## config.mk

```make
export PLATFORM = sky130hd
export DESIGN_NAME = uct_top
export DESIGN_NICKNAME = d
export VERILOG_FILES = /design/src/design/uct_pkg.sv /design/src/design/uct_rate_gen.sv /design/src/design/uct_channel.sv /design/src/design/uct_top.sv
export SDC_FILE = /design/constraint.sdc
export NUM_CORES = 1
export LEC_CHECK = 0
export BUFFER_PORTS_ARGS = -buffer_cell sky130_fd_sc_hd__buf_2
export CORE_AREA = 4 4 188 190
export CTS_CLUSTER_SIZE = 16
export DETAILED_ROUTE_END_ITERATION = 7
export DIE_AREA = 0 0 192 194
export GPL_ROUTABILITY_DRIVEN = 0
export GPL_TIMING_DRIVEN = 0
export PLACE_DENSITY_LB_ADDON = 0.15
export SETUP_SLACK_MARGIN = 0.05
export SYNTH_ARGS = -nofsm -noshare
export SYNTH_HDL_FRONTEND = slang
export SYNTH_SLANG_ARGS = --single-unit
```

## constraint.sdc

```tcl
create_clock -name pclk -period 7.3 [get_ports pclk]
set_clock_uncertainty 0.1 [all_clocks]
set_input_delay 0.365 -clock pclk [delete_from_list [all_inputs] [get_ports pclk]]
set_output_delay 0.365 -clock pclk [all_outputs]
set_load 0.02 [all_outputs]
```

## src/design/uct_pkg.sv

```systemverilog
// Functional notes
// - Three independent 16-bit down counters, each with clock, gate and output.
// - Initial count is two to 65535; software keeps loads in range.
// - Software picks rising or falling clock edge per counter.
// - Internal clock rates 10 MHz, 1 MHz, 100 kHz or 10 kHz from crystal.
// - External clock pin may replace the internal clock per counter.
// - Counter output clocks next counter in order 0, 1, 2, 0.
// - Active-low gate polarity: count while gate low, hold while high.
// - Active-high gate polarity: count while gate high, hold while low.
// - Per-counter polarity bit sits in gate and clock control registers 0x20-0x24.
// - Software gate source is a register-driven level.
// - Previous-counter gate: 0 from 2, 1 from 0, 2 from 1.
// - External gate source uses each counter's own gate pin.
// - Counter wraps past zero; events equal loaded minus read value; the first edge after a load only loads the count and is not counted.
// - Software may read present count at any time.
// - Mode 3 gives square output at input clock divided by count, or by count minus one for odd counts.
// - Uncascaded rate generation reaches 5 MHz output.
// - Mode 1 gives one output pulse on the first gate trigger after each count load; later triggers are ignored.
// - One-shot pulse is active low, width is count times input period.
// - Analog pacing counter group is separate and not user visible.
package uct_pkg;
    // ----------------------------------------
    // Register word indices; the byte address is four times the index
    // ----------------------------------------
    localparam logic [7:0] ADDR_COUNT0 = 8'h18;
    localparam logic [7:0] ADDR_COUNT1 = 8'h1A;
    localparam logic [7:0] ADDR_COUNT2 = 8'h1C;
    localparam logic [7:0] ADDR_MODE = 8'h1E;
    localparam logic [7:0] ADDR_GATE0 = 8'h20;
    localparam logic [7:0] ADDR_GATE1 = 8'h22;
    localparam logic [7:0] ADDR_GATE2 = 8'h24;
    localparam logic [7:0] ADDR_RATE = 8'h26;
    // ----------------------------------------
    // Gate and clock control fields
    // ----------------------------------------
    localparam int CSRC_LSB = 0;
    localparam int EDGE_BIT = 2;
    localparam int SW_GATE_BIT = 3;
    localparam int GSRC_LSB = 4;
    localparam int POL_BIT = 6;
    localparam int SW_CLK_BIT = 7;
    localparam int STAT_GATE_BIT = 8;
    localparam int STAT_OUT_BIT = 9;
    localparam int STAT_CLK_BIT = 10;
    localparam logic [6:0] GATE_CTRL_RESET = 7'h00;
    // ----------------------------------------
    // Mode word fields
    // ----------------------------------------
    localparam int SEL_LSB = 6;
    localparam int MODE_LSB = 1;
    localparam logic [1:0] SEL_LATCH_NONE = 2'h3;
    // ----------------------------------------
    // Rate generation
    // ----------------------------------------
    localparam int CLK_HZ = 100_000_000;
    localparam int RATE0_HZ = 10_000_000;
    localparam int RATE1_HZ = 1_000_000;
    localparam int RATE2_HZ = 100_000;
    localparam int RATE3_HZ = 10_000;
    localparam int DIV0 = CLK_HZ / RATE0_HZ;
    localparam int DIV1 = CLK_HZ / RATE1_HZ;
    localparam int DIV2 = CLK_HZ / RATE2_HZ;
    localparam int DIV3 = CLK_HZ / RATE3_HZ;
    localparam int NUM_COUNTERS = 3;
    localparam logic [15:0] COUNT_RESET = 16'h0000;

    typedef enum logic [1:0] {
        uct_csrc_internal = 2'b00,
        uct_csrc_external = 2'b01,
        uct_csrc_cascade = 2'b10,
        uct_csrc_software = 2'b11
    } uct_csrc_type;

    typedef enum logic [1:0] {
        uct_gsrc_software = 2'b00,
        uct_gsrc_previous = 2'b01,
        uct_gsrc_external = 2'b10,
        uct_gsrc_always = 2'b11
    } uct_gsrc_type;

    typedef struct packed {
        logic pol_high;
        uct_gsrc_type gsrc;
        logic sw_gate;
        logic edge_fall;
        uct_csrc_type csrc;
    } uct_gate_ctrl_type;

    typedef struct packed {
        logic write_low;
        logic write_high;
        logic latch;
        logic set_mode;
        logic [2:0] mode;
        logic [1:0] access;
        logic [7:0] data;
    } uct_cmd_type;
endpackage : uct_pkg

```

## src/design/uct_rate_gen.sv

```systemverilog
module uct_rate_gen (
    // Clock and reset
    input wire logic pclk,
    input wire logic presetn,
    // Rate select and tick
    input wire logic [1:0] rate_sel,
    output logic tick
);
    logic [15:0] div_count;
    logic [15:0] div_limit;

    // ----------------------------------------
    // Crystal divider
    // ----------------------------------------
    // rate choice
    always_comb begin
        case (rate_sel)
            2'h0: div_limit = 16'(uct_pkg::DIV0 - 1);
            2'h1: div_limit = 16'(uct_pkg::DIV1 - 1);
            2'h2: div_limit = 16'(uct_pkg::DIV2 - 1);
            default: div_limit = 16'(uct_pkg::DIV3 - 1);
        endcase
    end

    // The tick is one pclk wide; the counter sees it as a rising then falling edge pair
    always_ff @(posedge pclk or negedge presetn) begin
        if (!presetn) begin
            div_count <= 16'h0000;
            tick <= 1'b0;
        end else if (div_count >= div_limit) begin
            div_count <= 16'h0000;
            tick <= 1'b1;
        end else begin
            div_count <= div_count + 16'h0001;
            tick <= 1'b0;
        end
    end
endmodule : uct_rate_gen

```

## src/design/uct_channel.sv

```systemverilog
module uct_channel (
    // Clock and reset
    input wire logic pclk,
    input wire logic presetn,
    // Commands
    input wire uct_pkg::uct_cmd_type cmd,
    // Qualified clock edge and gate level
    input wire logic clk_edge,
    input wire logic gate_level,
    // Status
    output logic out_level,
    output logic [15:0] count_now,
    output logic [15:0] latched,
    output logic latch_valid
);
    typedef enum logic [1:0] {
        uct_st_idle = 2'b00,
        uct_st_wait_high = 2'b01,
        uct_st_armed = 2'b10,
        uct_st_run = 2'b11
    } uct_ch_state_type;

    uct_ch_state_type state;
    logic [2:0] mode;
    logic [15:0] initial_count;
    logic [7:0] low_hold;
    logic gate_prev;
    logic trigger;
    logic [15:0] reload;

    function automatic logic [15:0] uct_dec(input logic [15:0] v, input logic [15:0] step);
        uct_dec = v - step;
    endfunction : uct_dec

    assign trigger = gate_level && !gate_prev;
    // Mode 3 steps by two; odd counts reload the even count below for both halves
    assign reload = {initial_count[15:1], 1'b0};

    always_ff @(posedge pclk or negedge presetn) begin
        if (!presetn) begin
            gate_prev <= 1'b0;
        end else begin
            gate_prev <= gate_level;
        end
    end

    always_ff @(posedge pclk or negedge presetn) begin
        if (!presetn) begin
            mode <= 3'h0;
            initial_count <= uct_pkg::COUNT_RESET;
            low_hold <= 8'h00;
            state <= uct_st_idle;
        end else if (cmd.set_mode) begin
            mode <= cmd.mode;
            state <= uct_st_idle;
        end else if (cmd.write_low) begin
            low_hold <= cmd.data;
            if (cmd.access == 2'h1) begin
                initial_count <= {8'h00, cmd.data};
                state <= uct_st_armed;
            end
        end else if (cmd.write_high) begin
            // counts below two are not guarded; software keeps loads in range
            initial_count <= (cmd.access == 2'h3) ? {cmd.data, low_hold} : {cmd.data, 8'h00};
            state <= uct_st_armed;
        end else begin
            case (state)
                uct_st_armed: begin
                    // mode 1 waits for a gate trigger
                    if (mode == 3'h1 ? trigger : clk_edge) begin
                        state <= (mode == 3'h1) ? uct_st_wait_high : uct_st_run;
                    end
                end
                uct_st_wait_high: begin
                    if (clk_edge) begin
                        state <= uct_st_run;
                    end
                end
                default: ;
            endcase
        end
    end

    // ----------------------------------------
    // Count and output
    // ----------------------------------------
    always_ff @(posedge pclk or negedge presetn) begin
        if (!presetn) begin
            count_now <= uct_pkg::COUNT_RESET;
            out_level <= 1'b1;
        end else if (cmd.set_mode) begin
            out_level <= (cmd.mode[1:0] == 2'h0) ? 1'b0 : 1'b1;
        end else if ((state == uct_st_armed) && (mode != 3'h1) && clk_edge) begin
            count_now <= (mode[1:0] == 2'h3) ? reload : initial_count;
            if (mode[1:0] == 2'h0) begin
                out_level <= 1'b0;
            end
        end else if ((state == uct_st_wait_high) && clk_edge) begin
            count_now <= initial_count;
            out_level <= 1'b0;
        end else if (state == uct_st_run) begin
            case (mode[1:0])
                2'h0: begin
                    // hold while gate inactive; wraps past zero
                    if (clk_edge && gate_level) begin
                        count_now <= uct_dec(count_now, 16'h0001);
                        if (count_now == 16'h0001) begin
                            out_level <= 1'b1;
                        end
                    end
                end
                2'h1: begin
                    if (clk_edge) begin
                        count_now <= uct_dec(count_now, 16'h0001);
                        if (count_now == 16'h0001) begin
                            out_level <= 1'b1;
                        end
                    end
                end
                2'h3: begin
                    // square wave divide by count; a count of two halves the input rate
                    if (!gate_level) begin
                        out_level <= 1'b1;
                    end else if (clk_edge) begin
                        if (count_now <= 16'h0002) begin
                            count_now <= reload;
                            out_level <= !out_level;
                        end else begin
                            count_now <= uct_dec(count_now, 16'h0002);
                        end
                    end
                end
                default: begin
                    if (clk_edge && gate_level) begin
                        count_now <= uct_dec(count_now, 16'h0001);
                    end
                end
            endcase
        end
    end

    always_ff @(posedge pclk or negedge presetn) begin
        if (!presetn) begin
            latched <= uct_pkg::COUNT_RESET;
            latch_valid <= 1'b0;
        end else if (cmd.latch && !latch_valid) begin
            latched <= count_now;
            latch_valid <= 1'b1;
        end else if (cmd.set_mode) begin
            latch_valid <= 1'b0;
        end
    end
endmodule : uct_channel

```

## src/design/uct_top.sv

```systemverilog
module uct_top (
    // Clock and reset
    input wire logic pclk,
    input wire logic presetn,
    // APB slave
    input wire logic psel,
    input wire logic penable,
    input wire logic pwrite,
    input wire logic [7:0] paddr,
    input wire logic [31:0] pwdata,
    output logic [31:0] prdata,
    output logic pready,
    output logic pslverr,
    // Field pins
    input wire logic [2:0] counter_clock_pin,
    input wire logic [2:0] counter_gate_pin,
    output logic [2:0] counter_out
);
    // only the user group is built here
    uct_pkg::uct_gate_ctrl_type gate_ctrl [3];
    uct_pkg::uct_cmd_type cmd [3];
    logic [1:0] rate_sel;
    logic [2:0] clk_sync1, clk_sync2, gate_sync1, gate_sync2;
    logic [2:0] ch_out, raw_clk, clk_prev, clk_edge, gate_raw, gate_level;
    logic [15:0] count_now [3];
    logic [15:0] latched [3];
    logic [2:0] latch_valid;
    logic [2:0] read_high;
    logic [7:0] word_idx;
    logic [1:0] access [3];
    logic int_tick;
    logic access_phase;
    logic wr, rd;
    logic [1:0] cnt_idx;
    logic cnt_hit, gate_hit;

    function automatic logic [1:0] uct_prev(input int i);
        uct_prev = (i == 0) ? 2'd2 : 2'(i - 1);
    endfunction : uct_prev

    assign access_phase = psel && penable;
    assign wr = access_phase && pwrite;
    assign rd = access_phase && !pwrite;
    // One word per register; a misaligned byte address matches no register
    assign word_idx = (paddr[1:0] == 2'b00) ? {2'b00, paddr[7:2]} : 8'hFF;
    assign cnt_hit = (word_idx == uct_pkg::ADDR_COUNT0) || (word_idx == uct_pkg::ADDR_COUNT1)
        || (word_idx == uct_pkg::ADDR_COUNT2);
    assign gate_hit = (word_idx == uct_pkg::ADDR_GATE0) || (word_idx == uct_pkg::ADDR_GATE1)
        || (word_idx == uct_pkg::ADDR_GATE2);
    // Counter and gate registers select their channel by the same two index bits
    assign cnt_idx = word_idx[2:1];

    // ----------------------------------------
    // Pin synchronisers
    // ----------------------------------------
    always_ff @(posedge pclk or negedge presetn) begin
        if (!presetn) begin
            clk_sync1 <= 3'h0;
            clk_sync2 <= 3'h0;
            gate_sync1 <= 3'h0;
            gate_sync2 <= 3'h0;
        end else begin
            clk_sync1 <= counter_clock_pin;
            clk_sync2 <= clk_sync1;
            gate_sync1 <= counter_gate_pin;
            gate_sync2 <= gate_sync1;
        end
    end

    uct_rate_gen u_rate (
        .pclk(pclk),
        .presetn(presetn),
        .rate_sel(rate_sel),
        .tick(int_tick)
    );

    // ----------------------------------------
    // Clock and gate routing
    // ----------------------------------------
    always_comb begin
        for (int i = 0; i < uct_pkg::NUM_COUNTERS; i++) begin
            case (gate_ctrl[i].csrc)
                uct_pkg::uct_csrc_internal: raw_clk[i] = int_tick;
                uct_pkg::uct_csrc_external: raw_clk[i] = clk_sync2[i];
                uct_pkg::uct_csrc_cascade: raw_clk[i] = ch_out[uct_prev(i)];
                default: raw_clk[i] = 1'b0;
            endcase
            case (gate_ctrl[i].gsrc)
                uct_pkg::uct_gsrc_software: gate_raw[i] = gate_ctrl[i].sw_gate;
                uct_pkg::uct_gsrc_previous: gate_raw[i] = ch_out[uct_prev(i)];
                uct_pkg::uct_gsrc_external: gate_raw[i] = gate_sync2[i];
                default: gate_raw[i] = gate_ctrl[i].pol_high;
            endcase
            gate_level[i] = gate_ctrl[i].pol_high ? gate_raw[i] : !gate_raw[i];
            clk_edge[i] = gate_ctrl[i].edge_fall ? (clk_prev[i] && !raw_clk[i]) : (!clk_prev[i] && raw_clk[i]);
        end
    end

    always_ff @(posedge pclk or negedge presetn) begin
        if (!presetn) begin
            clk_prev <= 3'h0;
            counter_out <= 3'h7;
        end else begin
            clk_prev <= raw_clk;
            counter_out <= ch_out;
        end
    end

    // ----------------------------------------
    // Register writes
    // ----------------------------------------
    always_ff @(posedge pclk or negedge presetn) begin
        if (!presetn) begin
            for (int i = 0; i < uct_pkg::NUM_COUNTERS; i++) begin
                gate_ctrl[i] <= uct_pkg::GATE_CTRL_RESET;
            end
            rate_sel <= 2'h0;
        end else if (wr && gate_hit) begin
            gate_ctrl[cnt_idx] <= pwdata[6:0];
        end else if (wr && (word_idx == uct_pkg::ADDR_RATE)) begin
            rate_sel <= pwdata[1:0];
        end
    end

    always_comb begin
        for (int i = 0; i < uct_pkg::NUM_COUNTERS; i++) begin
            cmd[i] = '0;
            cmd[i].access = access[i];
            cmd[i].data = pwdata[7:0];
            cmd[i].mode = pwdata[3:1];
        end
        if (wr && (word_idx == uct_pkg::ADDR_MODE) && (pwdata[7:6] != uct_pkg::SEL_LATCH_NONE)) begin
            if (pwdata[5:4] == 2'h0) begin
                cmd[pwdata[7:6]].latch = 1'b1;
            end else begin
                cmd[pwdata[7:6]].set_mode = 1'b1;
            end
        end
        if (wr && cnt_hit) begin
            if (access[cnt_idx] == 2'h2 || (access[cnt_idx] == 2'h3 && read_high[cnt_idx])) begin
                cmd[cnt_idx].write_high = 1'b1;
            end else begin
                cmd[cnt_idx].write_low = 1'b1;
            end
        end
    end

    // Byte toggle shared by reads and writes of each counter
    always_ff @(posedge pclk or negedge presetn) begin
        if (!presetn) begin
            read_high <= 3'h0;
            for (int i = 0; i < uct_pkg::NUM_COUNTERS; i++) begin
                access[i] <= 2'h3;
            end
        end else begin
            for (int i = 0; i < uct_pkg::NUM_COUNTERS; i++) begin
                if (cmd[i].set_mode) begin
                    access[i] <= pwdata[5:4];
                    read_high[i] <= 1'b0;
                end else if (access_phase && cnt_hit && (cnt_idx == 2'(i)) && (access[i] == 2'h3)) begin
                    read_high[i] <= !read_high[i];
                end
            end
        end
    end

    for (genvar g = 0; g < 3; g++) begin : g_ch
        uct_channel u_ch (
            .pclk(pclk),
            .presetn(presetn),
            .cmd(cmd[g]),
            .clk_edge(clk_edge[g]),
            .gate_level(gate_level[g]),
            .out_level(ch_out[g]),
            .count_now(count_now[g]),
            .latched(latched[g]),
            .latch_valid(latch_valid[g])
        );
    end

    // ----------------------------------------
    // APB read data
    // ----------------------------------------
    // count readback any time
    always_ff @(posedge pclk or negedge presetn) begin
        if (!presetn) begin
            prdata <= 32'h0000_0000;
            pready <= 1'b0;
            pslverr <= 1'b0;
        end else begin
            pready <= psel && !penable;
            pslverr <= psel && !penable && !(cnt_hit || gate_hit || word_idx == uct_pkg::ADDR_MODE
                || word_idx == uct_pkg::ADDR_RATE);
            prdata <= 32'h0000_0000;
            if (psel && !penable && !pwrite && cnt_hit) begin
                prdata[7:0] <= (read_high[cnt_idx] || access[cnt_idx] == 2'h2)
                    ? (latch_valid[cnt_idx] ? latched[cnt_idx][15:8] : count_now[cnt_idx][15:8])
                    : (latch_valid[cnt_idx] ? latched[cnt_idx][7:0] : count_now[cnt_idx][7:0]);
            end else if (psel && !penable && !pwrite && gate_hit) begin
                prdata[6:0] <= gate_ctrl[cnt_idx];
                prdata[uct_pkg::STAT_GATE_BIT] <= gate_level[cnt_idx];
                prdata[uct_pkg::STAT_OUT_BIT] <= ch_out[cnt_idx];
                prdata[uct_pkg::STAT_CLK_BIT] <= raw_clk[cnt_idx];
            end else if (psel && !penable && !pwrite && word_idx == uct_pkg::ADDR_RATE) begin
                prdata[1:0] <= rate_sel;
            end
        end
    end
endmodule : uct_top

```

==> results.cfg <==
[timing]
worst_slew_pin_slew_ns = 1.259
fin_crit_sh_pct = 43.91
fin_crit_ns = 3.206
fmax_ghz = 0.3120
setup_viol = 0
rsz0062_at_grt = false
hold_viol = 0
fin_tns_setup_ns = 0
maxSlewViolCount = 0
holdWs_ns = 0.03655
relSlewSlack_pct = 15.16

[yosys]
synth_edf_count = 0
synth_xor_area_share_pct = 1.528
ys_ff_latch = 272
synth_cells = 1574
synth_cell_types = 87
yosysWarnings = 0
yosysTopAreaCell = dfrtp_1
synthAdderAreaFrac_pct = 2.434
ys.flop_type = dfrtp_1
synth_common_cells = dfrtp_1 (260), nand2_1 (228), o21ai_0 (108)
synth_top_family_by_area = compound AO/OA/AOI/OAI gates
ys_seq_area_share_pct = 45.76
synthMuxAreaShare_pct = 9.535
avgSynthCellArea_um2 = 9.471
synth.most_common_cell = dfrtp_1
synth-compound-area-share_pct = 19.37
yosysTopAreaCellShare_pct = 43.65
synth_area_leaders = dfrtp_1 (44%), nand2_1 (5.7%), mux2_2 (5.2%)
yosys.area_share.simple_pct = 16.17
async_reset_ff_share_pct = 100.0
synth_area_mm2 = 0.01491

[detailed_routing]
drt-total-wl_um = 47510
ant_nets = 0
via_count = 12800
drc = 0
drt-initial-drc-count = 1099
vias_per_cell = 5.950
wl_per_cell_um = 22.09
dr.pass1.iters = 7

[power_and_ir_drop]
power.density_mw_per_mm2 = 275.4
ir_drop_mv = 0.1600
leakage_nw = 7.581

[floorplan]
die_w_um = 192
start_util_pct = 44.57
core_area_mm2 = 0.03345
num_io_pins = 88
die-area_mm2 = 0.03725
rows = 67
die_height_um = 194

[worst_setup_path]
critPathMaxFanout = 10
critPathBufInv = 1
critPathKind = reg -> reg
worstPathArrival_ns = 3.50
cp-start-kind = flop
crit_path_max_incr_delay_ns = 0.70
path_cells = mux2i_1 > o21ai_1 > mux2i_1 > a2bb2oi_1 > buf_2 > a31oi_1 > o22a_1
crit_required_ns = 7.59
end_kind = flop
cp.depth = 7
critPathTopFamily = compound AO/OA/AOI/OAI gates
rr_worst_depth = 7
cp_common_cell = mux2i_1
critPathSlowestCell = dfstp_2

[grt]
grt-ovfl-total = 0
antenna_found_initial = 0
grt_pass1_wl_um = 73260
grt_use_total_pct = 25.17
grt_max_degree = 116
grt_pass1_vias = 12230

[clock_network]
cts_sinks = 272
ctsRootBufferMaster = clkbuf_16
cts_setup_buffers = 0
clock_latency_ns = 0.52
numCtsBuffers = 34
htreeDepth = 2
clk_pin_slew_worst_paths_ns = 0.05
cts_tree = yes
clockBufferDepth = 3

[final_layout]
fin_util_pct = 50.76
fill_cells = 3173
layout-area-overhead-vs-synth_pct = 13.89
antennaDiodeCount = 0
final_nets = 1759
drive_above_1_share_pct = 14.33

[placement]
hpwl_um = 34540
port_buffers = 39

[outcome]
status = completed

[hold_path]
hp-class = in -> reg
hold_depth = 3

[run]
maxCapViolCount = 0
-- cells by family (layout without fill, tap and decap cells) --
family | count (synthesis) | after routing
other cells | 1 | 22
compound gates | 437 | 437
fa+ha+maj | 29 | 29
simple gates | 520 | 520
flops | 272 | 272
buf+inv | 161 | 269
mux | 128 | 128
xor+xnor | 26 | 26
-- power breakdown --
| part | switching, mW | total [mW] | internal, mW |
|---|---|---|---|
| clock network | 0.644 | 1.66 | 1.01 |
| logic | 0.708 | 1.12 | 0.417 |
| registers | 0.238 | 1.90 | 1.66 |
| total | 1.59 | 4.68 | 3.09 |
-- flip-flops by register name, indices dropped and copies added (netlist names), 6 cells and up --
| name | cells |
|---|---|
| g_ch.u_ch.count_now | 48 |
| g_ch.u_ch.mode | 9 |
| prdata | 11 |
| gate_ctrl | 21 |
| access | 6 |
| g_ch.u_ch.low_hold | 24 |
| g_ch.u_ch.state | 6 |
| g_ch.u_ch.initial_count | 48 |
| g_ch.u_ch.latched | 48 |
| u_rate.div_count | 16 |
-- stage by stage --
stage	cells	instance area, µm²	power (mW)	setup slack (ns)
2_1_floorplan	1595	14990	2.605	4.806
5_1_grt	2151	16980	4.909	3.911
3_5_place_dp	2084	15810	3.005	3.881
6_report	2151	16980	4.676	4.094
4_1_cts	2151	16980	4.684	4.095
3_3_place_gp	2082	15740	2.987	0.6175
-- tightest hold or removal path, delay by kind of cell --
| family | cells | cell delay (ns) |
|---|---|---|
| and+or+nand+nor | 2 | 0.12 |
| buffers and inverters | 1 | 0.12 |
-- what timing repair did --
item,4_1_cts,5_1_grt
hold buffers,7,0
resized for setup,0,0
endpoints found under the hold margin,78,0
-- path summary, 6_finish.rpt --
path	startpoint	slack (ns)	end
min in group asynchronous	presetn	0.35	g_ch[1].u_ch.low_hold[5]
max in group asynchronous	presetn	5.73	g_ch[2].u_ch.count_now[4]
max reg2reg	g_ch[0].u_ch.out_level	4.09	g_ch[1].u_ch.count_now[3]
min	pwdata[0]	0.04	g_ch[1].u_ch.low_hold[0]
min reg2reg	gate_sync1[0]	0.25	gate_sync2[0]
max	g_ch[0].u_ch.out_level	4.09	g_ch[1].u_ch.count_now[3]
-- per-layer routing --
metal | wire length, µm | global-route usage, % | up-vias
met2 | 21880 | 39.67 | 501
met3 | 3163 | 3.133 | 80
met4 | 1293 | 6.735 | 0
met1 | 21170 | 36.87 | 6340
met5 | 0 | 0 | -
li1 | - | - | 5877
-- layout by cell type (no fill, tap or decap), types with 9 or more instances in the layout --
cell type and instances:
nor4_1 11, clkbuf_1 82, xor2_1 18, nand2_1 228, o211ai_1 31, mux2_2 69
nor3_1 42, a32o_1 24, buf_4 23, nand3_1 35, mux2i_1 55, a21oi_1 84
a22oi_1 27, buf_2 53, nor2b_1 10, clkbuf_16 35, and3_1 11, a31oi_1 13
dfrtp_1 260, o22ai_1 15, and2_1 10, a2bb2oi_1 9, dfstp_2 12, nand2b_1 9
inv_1 38, o21ai_0 108, ha_1 29, a211oi_1 11, nor2_1 101, o21ai_1 28
conb_1 22
-- area by class of cell --
cell class,count,area (µm²),area share (%)
Tap cell,448,560.5,3.302
Buffer,123,628.1,3.700
Timing Repair Buffer,48,330.3,1.946
Clock inverter,11,112.6,0.6633
Inverter,38,142.6,0.8402
Clock buffer,49,988.4,5.822
Multi-Input combinational cell,1162,7393,43.55
Sequential cell,272,6822,40.18
No activity file was read; power rests on OpenSTA's default activity.
